--- config.mk ---
export PLATFORM = sky130hd
export DESIGN_NAME = rcl_device_flat
export DESIGN_NICKNAME = d
export VERILOG_FILES = /design/src/rcl_pkg.sv /design/src/rcl_link_if.sv /design/src/rcl_device.sv /design/src/flat_wrapper.sv
export SDC_FILE = /design/constraint.sdc
export NUM_CORES = 1
export LEC_CHECK = 0
export CORE_UTILIZATION = 50
export DETAILED_ROUTE_END_ITERATION = 8
export DONT_BUFFER_PORTS = 1
export SLEW_MARGIN = 30
export SYNTH_ARGS = -nofsm -noshare
export SYNTH_HDL_FRONTEND = slang
export SYNTH_SLANG_ARGS = --single-unit
--- constraint.sdc ---
create_clock -name core_clk -period 5.4 [get_ports core_clk]
set_clock_uncertainty 0.2 [all_clocks]
set_input_delay 0.54 -clock core_clk [delete_from_list [all_inputs] [get_ports core_clk]]
set_output_delay 0.54 -clock core_clk [all_outputs]
set_load 0.02 [all_outputs]
--- src/rcl_pkg.sv ---
/*
 rcl_pkg: shared constants for the identification code, crc and command layer.
 assumes nothing of its surroundings; imported by both ends, the checker and the testbench, not by the interface.
*/
`default_nettype none
package rcl_pkg;
	localparam int ID_W       = 64;
	localparam int FAM_W      = 8;
	localparam int SER_W      = 36;
	localparam int RNG_W      = 12;
	localparam int CRC_W      = 8;
	localparam int BODY_W     = 56;
	localparam int BYTE_W     = 8;
	localparam logic [7:0] CRC_POLY  = 8'h8c;
	localparam logic [7:0] CRC_INIT  = 8'h00;
	localparam logic [7:0] CMD_READ  = 8'h33;
	localparam logic [7:0] CMD_MATCH = 8'h55;
	localparam logic [7:0] CMD_SRCH  = 8'hf0;
	localparam logic [7:0] CMD_CSRCH = 8'hec;
	localparam logic [7:0] CMD_SKIP  = 8'hcc;
	localparam logic [7:0] CMD_OSKIP = 8'h3c;
	localparam logic [7:0] CMD_OMTCH = 8'h69;
	localparam logic [2:0] BIT_LAST  = 3'h7;
	localparam logic [5:0] ID_LAST   = 6'h3f;
	typedef enum logic [1:0] {RCL_ROM, RCL_ROMDATA, RCL_MEM} rcl_layer_t;
	// lsb-first crc step, reflected form of x^8+x^5+x^4+1
	function automatic logic [7:0] rcl_crc_step(input logic [7:0] c, input logic b);
		logic fb;
		fb = c[0] ^ b;
		return fb ? ((c >> 1) ^ CRC_POLY) : (c >> 1);
	endfunction
endpackage
`default_nettype wire

--- src/rcl_link_if.sv ---
/*
 rcl_link_if: bit-level link between bus master and device.
 assumes one clock; a bit moves when bit_vld is high for one cycle.
 master drives bits toward the device; device answers on dev_bit.
*/
`timescale 1ns/1ps
`default_nettype none
interface rcl_link_if;
	logic rst_pulse;
	logic bit_vld;
	logic bit_val;
	logic dev_vld;
	logic dev_bit;
	logic overdrive;
	modport master (output rst_pulse, output bit_vld, output bit_val,
		input dev_vld, input dev_bit, input overdrive);
	modport device (input rst_pulse, input bit_vld, input bit_val,
		output dev_vld, output dev_bit, output overdrive);
endinterface
`default_nettype wire

--- src/rcl_device.sv ---
/*
 rcl_device: device end; fixed identification code with its crc, rom layer gate
 and overdrive switch. assumes the master sends whole lsb-first bytes and a
 reset pulse before each transaction.
*/
`timescale 1ns/1ps
`default_nettype none
module rcl_device
	import rcl_pkg::*;
#(
	parameter logic [7:0]  FAMILY = 8'h5a,     // arbitrary value
	parameter logic [35:0] SERIAL = 36'h123456789,
	parameter logic [11:0] RANGE  = 12'habc    // arbitrary value
) (
	input  wire logic  core_clk,
	input  wire logic  sys_rst,
	rcl_link_if.device link,
	output logic       mem_cmd_vld,
	output logic [7:0] mem_cmd,
	output logic       mem_open
);
	logic [7:0]    crc_q, crc_d;
	logic [5:0]    idx_q, idx_d;
	logic          crc_done_q, crc_done_d;
	logic [ID_W-1:0] rom_code;
	rcl_layer_t    lay_q, lay_d;
	logic [7:0]    sh_q, sh_d;
	logic [2:0]    cnt_q, cnt_d;
	logic [5:0]    rd_q, rd_d;
	logic          od_q, od_d, dv_q, dv_d, db_q, db_d, cv_q, cv_d;
	logic [7:0]    cmd_q, cmd_d;
	logic [7:0]    byte_in;

	assign rom_code = {crc_q, RANGE, SERIAL, FAMILY};

	// crc built bit by bit after reset over the 56 body bits
	always_comb begin
		crc_d      = crc_q;
		idx_d      = idx_q;
		crc_done_d = crc_done_q;
		if (!crc_done_q) begin
			crc_d = rcl_crc_step(crc_q, rom_code[idx_q]);
			idx_d = idx_q + 6'h01;
			if (idx_q == 6'(BODY_W - 1))
				crc_done_d = 1'b1;
		end
	end
	always_ff @(posedge core_clk) begin
		if (sys_rst) begin
			crc_q      <= CRC_INIT;
			idx_q      <= 6'h00;
			crc_done_q <= 1'b0;
		end else begin
			crc_q      <= crc_d;
			idx_q      <= idx_d;
			crc_done_q <= crc_done_d;
		end
	end

	assign byte_in = {link.bit_val, sh_q[7:1]};

	always_comb begin
		lay_d = lay_q;
		sh_d  = sh_q;
		cnt_d = cnt_q;
		rd_d  = rd_q;
		od_d  = od_q;
		dv_d  = 1'b0;
		db_d  = db_q;
		cv_d  = 1'b0;
		cmd_d = cmd_q;
		if (link.rst_pulse) begin
			lay_d = RCL_ROM;
			cnt_d = 3'h0;
			rd_d  = 6'h00;
		end else if (lay_q == RCL_ROMDATA && link.bit_vld && crc_done_q) begin
			dv_d = 1'b1;
			db_d = rom_code[rd_q];
			rd_d = rd_q + 6'h01;
			if (rd_q == ID_LAST)
				lay_d = RCL_MEM;
		end else if (link.bit_vld && lay_q != RCL_ROMDATA) begin
			sh_d  = byte_in;
			cnt_d = cnt_q + 3'h1;
			if (cnt_q == BIT_LAST) begin
				unique case (lay_q)
					RCL_ROM: begin
						if (byte_in == CMD_READ)
							lay_d = RCL_ROMDATA;
						else if (byte_in == CMD_SKIP)
							lay_d = RCL_MEM;
						else if (byte_in == CMD_OSKIP) begin
							lay_d = RCL_MEM;
							od_d  = 1'b1;
						end
						// match and search families: not handled, stays in rom layer
					end
					RCL_MEM: begin
						cv_d  = 1'b1;
						cmd_d = byte_in;
					end
					default: lay_d = RCL_ROM;
				endcase
			end
		end
	end
	always_ff @(posedge core_clk) begin
		if (sys_rst) begin
			lay_q <= RCL_ROM;
			sh_q  <= 8'h00;
			cnt_q <= 3'h0;
			rd_q  <= 6'h00;
			od_q  <= 1'b0;
			dv_q  <= 1'b0;
			db_q  <= 1'b0;
			cv_q  <= 1'b0;
			cmd_q <= 8'h00;
		end else begin
			lay_q <= lay_d;
			sh_q  <= sh_d;
			cnt_q <= cnt_d;
			rd_q  <= rd_d;
			od_q  <= od_d;
			dv_q  <= dv_d;
			db_q  <= db_d;
			cv_q  <= cv_d;
			cmd_q <= cmd_d;
		end
	end

	assign link.overdrive = od_q;
	assign link.dev_vld   = dv_q;
	assign link.dev_bit   = db_q;
	assign mem_cmd_vld    = cv_q;
	assign mem_cmd        = cmd_q;
	assign mem_open       = (lay_q == RCL_MEM);
endmodule
`default_nettype wire

--- src/flat_wrapper.sv ---
// flat-port wrapper written by rule: the top's interface ports become plain ports
module rcl_device_flat import rcl_pkg::*;
#(
	parameter logic [7:0]  FAMILY = 8'h5a,                       
	parameter logic [35:0] SERIAL = 36'h123456789,
	parameter logic [11:0] RANGE  = 12'habc                      
)
  (core_clk, sys_rst, mem_cmd_vld, mem_cmd, mem_open, link_rst_pulse, link_bit_vld, link_bit_val, link_dev_vld, link_dev_bit, link_overdrive);
  rcl_link_if link_i ();
  input  wire logic core_clk;
  input  wire logic sys_rst;
  output logic mem_cmd_vld;
  output logic [7:0] mem_cmd;
  output logic mem_open;
  input wire logic [$bits(link_i.rst_pulse)-1:0] link_rst_pulse;
  input wire logic [$bits(link_i.bit_vld)-1:0] link_bit_vld;
  input wire logic [$bits(link_i.bit_val)-1:0] link_bit_val;
  output wire logic [$bits(link_i.dev_vld)-1:0] link_dev_vld;
  output wire logic [$bits(link_i.dev_bit)-1:0] link_dev_bit;
  output wire logic [$bits(link_i.overdrive)-1:0] link_overdrive;
  assign link_i.rst_pulse = link_rst_pulse;
  assign link_i.bit_vld = link_bit_vld;
  assign link_i.bit_val = link_bit_val;
  assign link_dev_vld = link_i.dev_vld;
  assign link_dev_bit = link_i.dev_bit;
  assign link_overdrive = link_i.overdrive;
  rcl_device #(.FAMILY(FAMILY), .SERIAL(SERIAL), .RANGE(RANGE)) u_core (.core_clk(core_clk), .sys_rst(sys_rst), .link(link_i), .mem_cmd_vld(mem_cmd_vld), .mem_cmd(mem_cmd), .mem_open(mem_open));
endmodule
== Yosys cells after proc, flatten, opt, wreduce, memory -nomap -nowiden ==
Cells that the tools add are included.

* Flip-flop bits (word level): 46
* Input port bits: 5
* Output and inout port bits: 13

* Add/subtract/negate cells: 3
* Order comparisons: 2
* Eq/ne operators: 12
* Mux-type cells: 17
* Bitwise gates (word level): 8
* Reductions and logical operators: 14

{| class="wikitable"
|+ Operators with widths
! operator !! count
|-
| equality test 8 x 6 -> 1 bit (second input constant) || 2
|-
| less-than comparator 6 x 7 -> 1 bit (second input constant) || 2
|-
| 2-to-1 mux 2 bit || 7
|-
| adder 6 x 1 -> 6 bit (second input constant) || 2
|-
| binary-select mux 1 bit (select 6 bit) || 2
|-
| equality test 6 bit (second input constant) || 2
|-
| AND reduction 5 bit || 2
|-
| equality test 8 bit (second input constant) || 1
|-
| 2-to-1 mux 8 bit || 1
|-
| AND reduction 8 bit || 1
|-
| 2-to-1 mux 1 bit || 6
|-
| NOT 1 bit || 6
|-
| != test 5 x 1 -> 1 bit (second input constant) || 1
|-
| OR reduction 5 bit || 1
|-
| != test 2 x 1 -> 1 bit (second input constant) || 2
|-
| one-hot mux 2 bit (2 select lines) || 1
|-
| AND reduction 2 bit || 2
|-
| nonzero test 2 bit || 2
|-
| adder 3 x 1 -> 3 bit (second input constant) || 1
|-
| equality test 3 bit (second input constant) || 1
|-
| logical AND 1 bit || 3
|-
| NOT 2 -> 3 bit || 1
|-
| AND reduction 3 bit || 1
|-
| equality test 2 x 1 -> 1 bit (second input constant) || 1
|-
| 5 further kinds || 5
|}

== Longest topological paths before layout ==
* Word-level depth: 8
* Mapped depth: 9

== Worst setup path after synthesis ==
No wires, ideal clock.

* Kind: register to register
* From: register u_core.idx_q[0]
* To: register u_core.crc_q[2]
* Data arrival time: 1.993 ns
* Path slack: 3.093 ns
* Stages on the path, launching flop included: 10
* Buffers on the path: 1
* Cell sequence: dfxtp_1 buf_6 inv_1 ha_1 nand2b_1 a221oi_1 o32ai_1 a211oi_2 xnor3_1 o21a_1

* Cells in the longest elaborated chain, start to end: 4

{| class="wikitable"
|+ Ends and longest elaborated chain
! element !! RTL line !! text
|-
| start: declaration || rcl_device.sv:23 || <nowiki>logic [5:0] idx_q, idx_d;</nowiki>
|-
| start signal: assignment || rcl_device.sv:55 || <nowiki>idx_q <= idx_d;</nowiki>
|-
| binary-select mux 1 bit (select 6 bit) || rcl_device.sv:42 || <nowiki>crc_d = rcl_crc_step(crc_q, rom_code[idx_q]);</nowiki>
|-
| 2-to-1 mux 1 bit (not written as such) || rcl_device.sv:42 ||
|-
| bitwise XOR 1 bit || rcl_pkg.sv:29 || <nowiki>fb = c[0] ^ b;</nowiki>
|-
| 2-to-1 mux 8 bit || rcl_pkg.sv:30 || <nowiki>return fb ? ((c >> 1) ^ CRC_POLY) : (c >> 1);</nowiki>
|-
| end signal: assignment || rcl_device.sv:54 || <nowiki>crc_q <= crc_d;</nowiki>
|-
| end: declaration || rcl_device.sv:22 || <nowiki>logic [7:0] crc_q, crc_d;</nowiki>
|}

Every way passes these cells. The select of a mux whose other input is x is not followed.
A chain may end at the register's enable or synchronous reset.

== Final worst setup path ==
* From: register u_core.idx_q[0]
* To: register u_core.crc_q[3]

The elaborated chain is that of the path after synthesis.

==> results.py <==
metrics = {
    "run_status": {
        "status": "finished, final reports clean",
    },
    "sta": {
        "finalSetupTns_ns": 0,
        "rsz0062_at_grt": "false",
        "setup_viol": 0,
        "clock.fmax_mhz": 380,
        "finalHoldViolCount": 0,
        "max_slew_margin_pct": 50.2,
        "drv_slew": 0,
        "layout_setup_ws_ns": 2.77,
        "period_needed_ns": 2.63,
        "fin_crit_sh_pct": 48.7,
        "tightest_slew_ns": 0.746,
    },
    "global_routing": {
        "grt_overflow": 0,
        "gr-usage-all-layers_pct": 20.4,
        "grt_pass1_wl_um": 8360,
        "first_global_vias": 1819,
        "grt_antenna_before_repair": 0,
        "grt_start_max_net_pins": 36,
    },
    "worst_setup_path": {
        "arrival_ns": 2.62,
        "critPathMaxFanout": 9,
        "regToRegEndpoint": "u_core.crc_q[3]$_SDFFE_PP0N_",
        "timing.rr.start": "u_core.idx_q[0]$_SDFFE_PP0N_",
        "worstSetupStartpointType": "flop",
        "reg2reg_depth": 7,
        "critPathKind": "reg -> reg",
        "endpoint_kind": "flop",
        "r2r_setup_slack_ns": 2.77,
        "cp_data_required_time_ns": 5.39,
    },
    "clocking": {
        "cts_made_buffers": 5,
        "ctsResizeCount": 0,
        "cts_hold_buf": 0,
        "root_buffer": "clkbuf_8",
        "post_cts_buffers": 0,
        "cts_num_sinks": 45,
        "clk_pin_slew_worst_paths_ns": 0.09,
        "htreeDepth": 2,
        "clock_latency_ns": 0.29,
        "clockBufferDepth": 2,
        "tritoncts": "done",
    },
    "job": {
        "cap_violations": 0,
    },
    "yosys": {
        "yosys.area.top_type_share_pct": 37.2,
        "synth_adder_area_share_pct": 7.24,
        "netlist_area_um2": 2420,
        "yosysUniqueCellTypes": 48,
        "synth_top_cells_by_area": "dfxtp_1 37%, ha_1 7.2%, mux2i_1 7.0%, nor2_1 6.0%, a21oi_1 4.3%",
        "synthArstFlopShare_pct": 0,
        "ys_seq_area_share_pct": 37.2,
        "synth_simple_gate_area_share_pct": 19.2,
        "ys.flop_type": "dfxtp_1",
        "synth.largest_area_cell": "dfxtp_1",
        "synth_top_cells_by_count": "45 x dfxtp_1, 39 x nor2_1, 25 x nand2_1, 21 x a21oi_1, 17 x mux2i_1",
        "synth-xor-area-share_pct": 5.12,
        "synth_top_family_by_area": "simple AND/OR/NAND/NOR gates",
        "yosysMostFrequentCell": "dfxtp_1",
        "synth_mux_area_share_pct": 10.9,
        "ys_seq_elements": 45,
        "synth_edf_count": 0,
        "synth_compound_area_share_pct": 15.1,
        "yosysWarnings": 0,
        "synth.avg_cell_area_um2": 8.74,
        "postSynthCellCount": 277,
        "synth_fp_nets": 296,
    },
    "power": {
        "p_leak_nw": 0.895,
        "irDropWorstVdd_mv": 0.177,
        "powerDensity_nw_per_um2": 276,
    },
    "route": {
        "first_pass_iters": 4,
        "via_per_inst": 5.72,
        "antenna_left": 0,
        "vias": 1836,
        "drtIter0Drc": 153,
        "wire_per_inst_um": 14.6,
        "drc": 0,
        "wl_um": 4680,
    },
    "finish": {
        "area_growth_pct": 5.22,
        "final_layout_size_suffix_gt1_share_pct": 6.69,
        "fin_nets": 287,
        "num_antenna_cells": 0,
        "fill_cells": 418,
    },
    "worst_hold_path": {
        "worstHoldPathType": "in -> reg",
        "min_path_cells": 1,
        "hp-start": "sys_rst",
        "holdPathEnd": "u_core.sh_q[2]$_SDFFE_PP0P_",
    },
    "place": {
        "globalplace.congestion": 0.886,
        "post-place-ws_ns": 2.80,
        "dpl.hpwl_um": 3280,
        "numPortBuffers": 0,
    },
    "floorplan": {
        "rows": 24,
        "core-area_um2": 4500,
        "initial_utilization_pct": 53.7,
        "die_area_um2": 5120,
        "die_h_um": 71.6,
        "die_x_um": 71.6,
        "ios": 18,
    },
}
layer usage:
metal	track usage (%)	wire, um	vias up
met2	33.4	2140	33
met4	6.97	48	0
met5	0	0	-
met3	3.52	164	4
met1	27.4	2330	851
li1	-	-	948
worst max-delay path, cell delays in order (launching register included):
cell and delay, ns:
dfxtp_1 0.54, inv_1 0.16, ha_1 0.37, o221ai_1 0.14, a2111oi_0 0.61, a211oi_2 0.13, xnor3_1 0.21, o21a_1 0.17
state kept, by name (all words and copies together), names as in the netlist, 2 cells and up:
signal and flops:
u_core.mem_cmd 8, u_core.sh_q 7, u_core.lay_q 2, u_core.idx_q 6
u_core.cnt_q 3, u_core.crc_q 8, u_core.rd_q 6
worst max-delay path by stage:
| stage | slack, ns | cells after the start | endpoint | start |
|---|---|---|---|---|
| 2_1_floorplan | 3.09 | 9 | u_core.crc_q[2]$_SDFFE_PP0N_ | u_core.idx_q[0]$_SDFFE_PP0N_ |
| 3_3_place_gp | 2.87 | 8 | u_core.crc_q[2]$_SDFFE_PP0N_ | u_core.idx_q[0]$_SDFFE_PP0N_ |
| 3_5_place_dp | 2.80 | 8 | u_core.crc_q[3]$_SDFFE_PP0N_ | u_core.idx_q[0]$_SDFFE_PP0N_ |
| 4_1_cts | 2.79 | 8 | u_core.crc_q[3]$_SDFFE_PP0N_ | u_core.idx_q[0]$_SDFFE_PP0N_ |
| 5_1_grt | 2.59 | 7 | u_core.crc_q[3]$_SDFFE_PP0N_ | u_core.idx_q[0]$_SDFFE_PP0N_ |
| 6_report | 2.77 | 7 | u_core.crc_q[3]$_SDFFE_PP0N_ | u_core.idx_q[0]$_SDFFE_PP0N_ |
layout make-up:
type                    count  area (um^2)  share of cell area (%)
clock inverters             3         65.1                    2.56
flip-flops and latches     45          901                    35.4
clock buffers               5         68.8                    2.70
well taps                  52         65.1                    2.56
repair buffers              1         7.51                   0.295
multi-input cells         203         1390                    54.7
inverters                  12         45.0                    1.77
cell usage in the layout (no fill, tap or decap), drive strengths merged, types with 2 or more instances in the layout:
cell,netlist,layout
bufinv,0,2
a211oi,5,5
xnor3,2,2
mux2i,17,17
or3,3,3
nor2b,4,4
nor4,2,2
xor2,7,7
o221ai,2,2
mux4,4,4
dfxtp,45,45
and3,3,3
nand3b,2,2
inv,12,12
or2,2,2
o21ai,16,16
a21oi,21,21
nand4bb,2,2
nor2,39,39
xnor2,2,2
clkbuf,10,5
nand3,4,4
nor3,4,4
o21a,3,3
nand4,2,2
ha,14,14
nand2b,4,4
nand2,26,26
cells by family after synthesis:
kind of cell	Yosys count
XOR/XNOR	11
flip-flops	45
adder cells (fa/ha/maj)	14
multiplexers	21
AND/OR/NAND/NOR	99
buffers and inverters	29
AO/OA/AOI/OAI	58
where the power goes:
group,internal [W],switching [W]
sequential,0.000341,0.0000139
combinational,0.0000279,0.0000227
clock,0.000184,0.000113
total,0.000552,0.000150
stage by stage:
| step | power [W] | utilization, % | area (um^2) | instances | hold slack (ns) |
|---|---|---|---|---|---|
| 3_3_place_gp | 0.000411 | 53.6 | 2410 | 313 | 0.279 |
| 4_1_cts | 0.000711 | 56.5 | 2550 | 321 | 0.0986 |
| 5_1_grt | 0.000731 | 56.5 | 2550 | 321 | 0.0913 |
| 2_1_floorplan | 0.000406 | - | 2420 | 277 | 0.258 |
| 6_report | 0.000702 | 56.5 | 2550 | 321 | 0.106 |
| 3_5_place_dp | 0.000413 | 53.6 | 2410 | 313 | 0.279 |
Note: power is estimated with default switching activity, not from simulation.
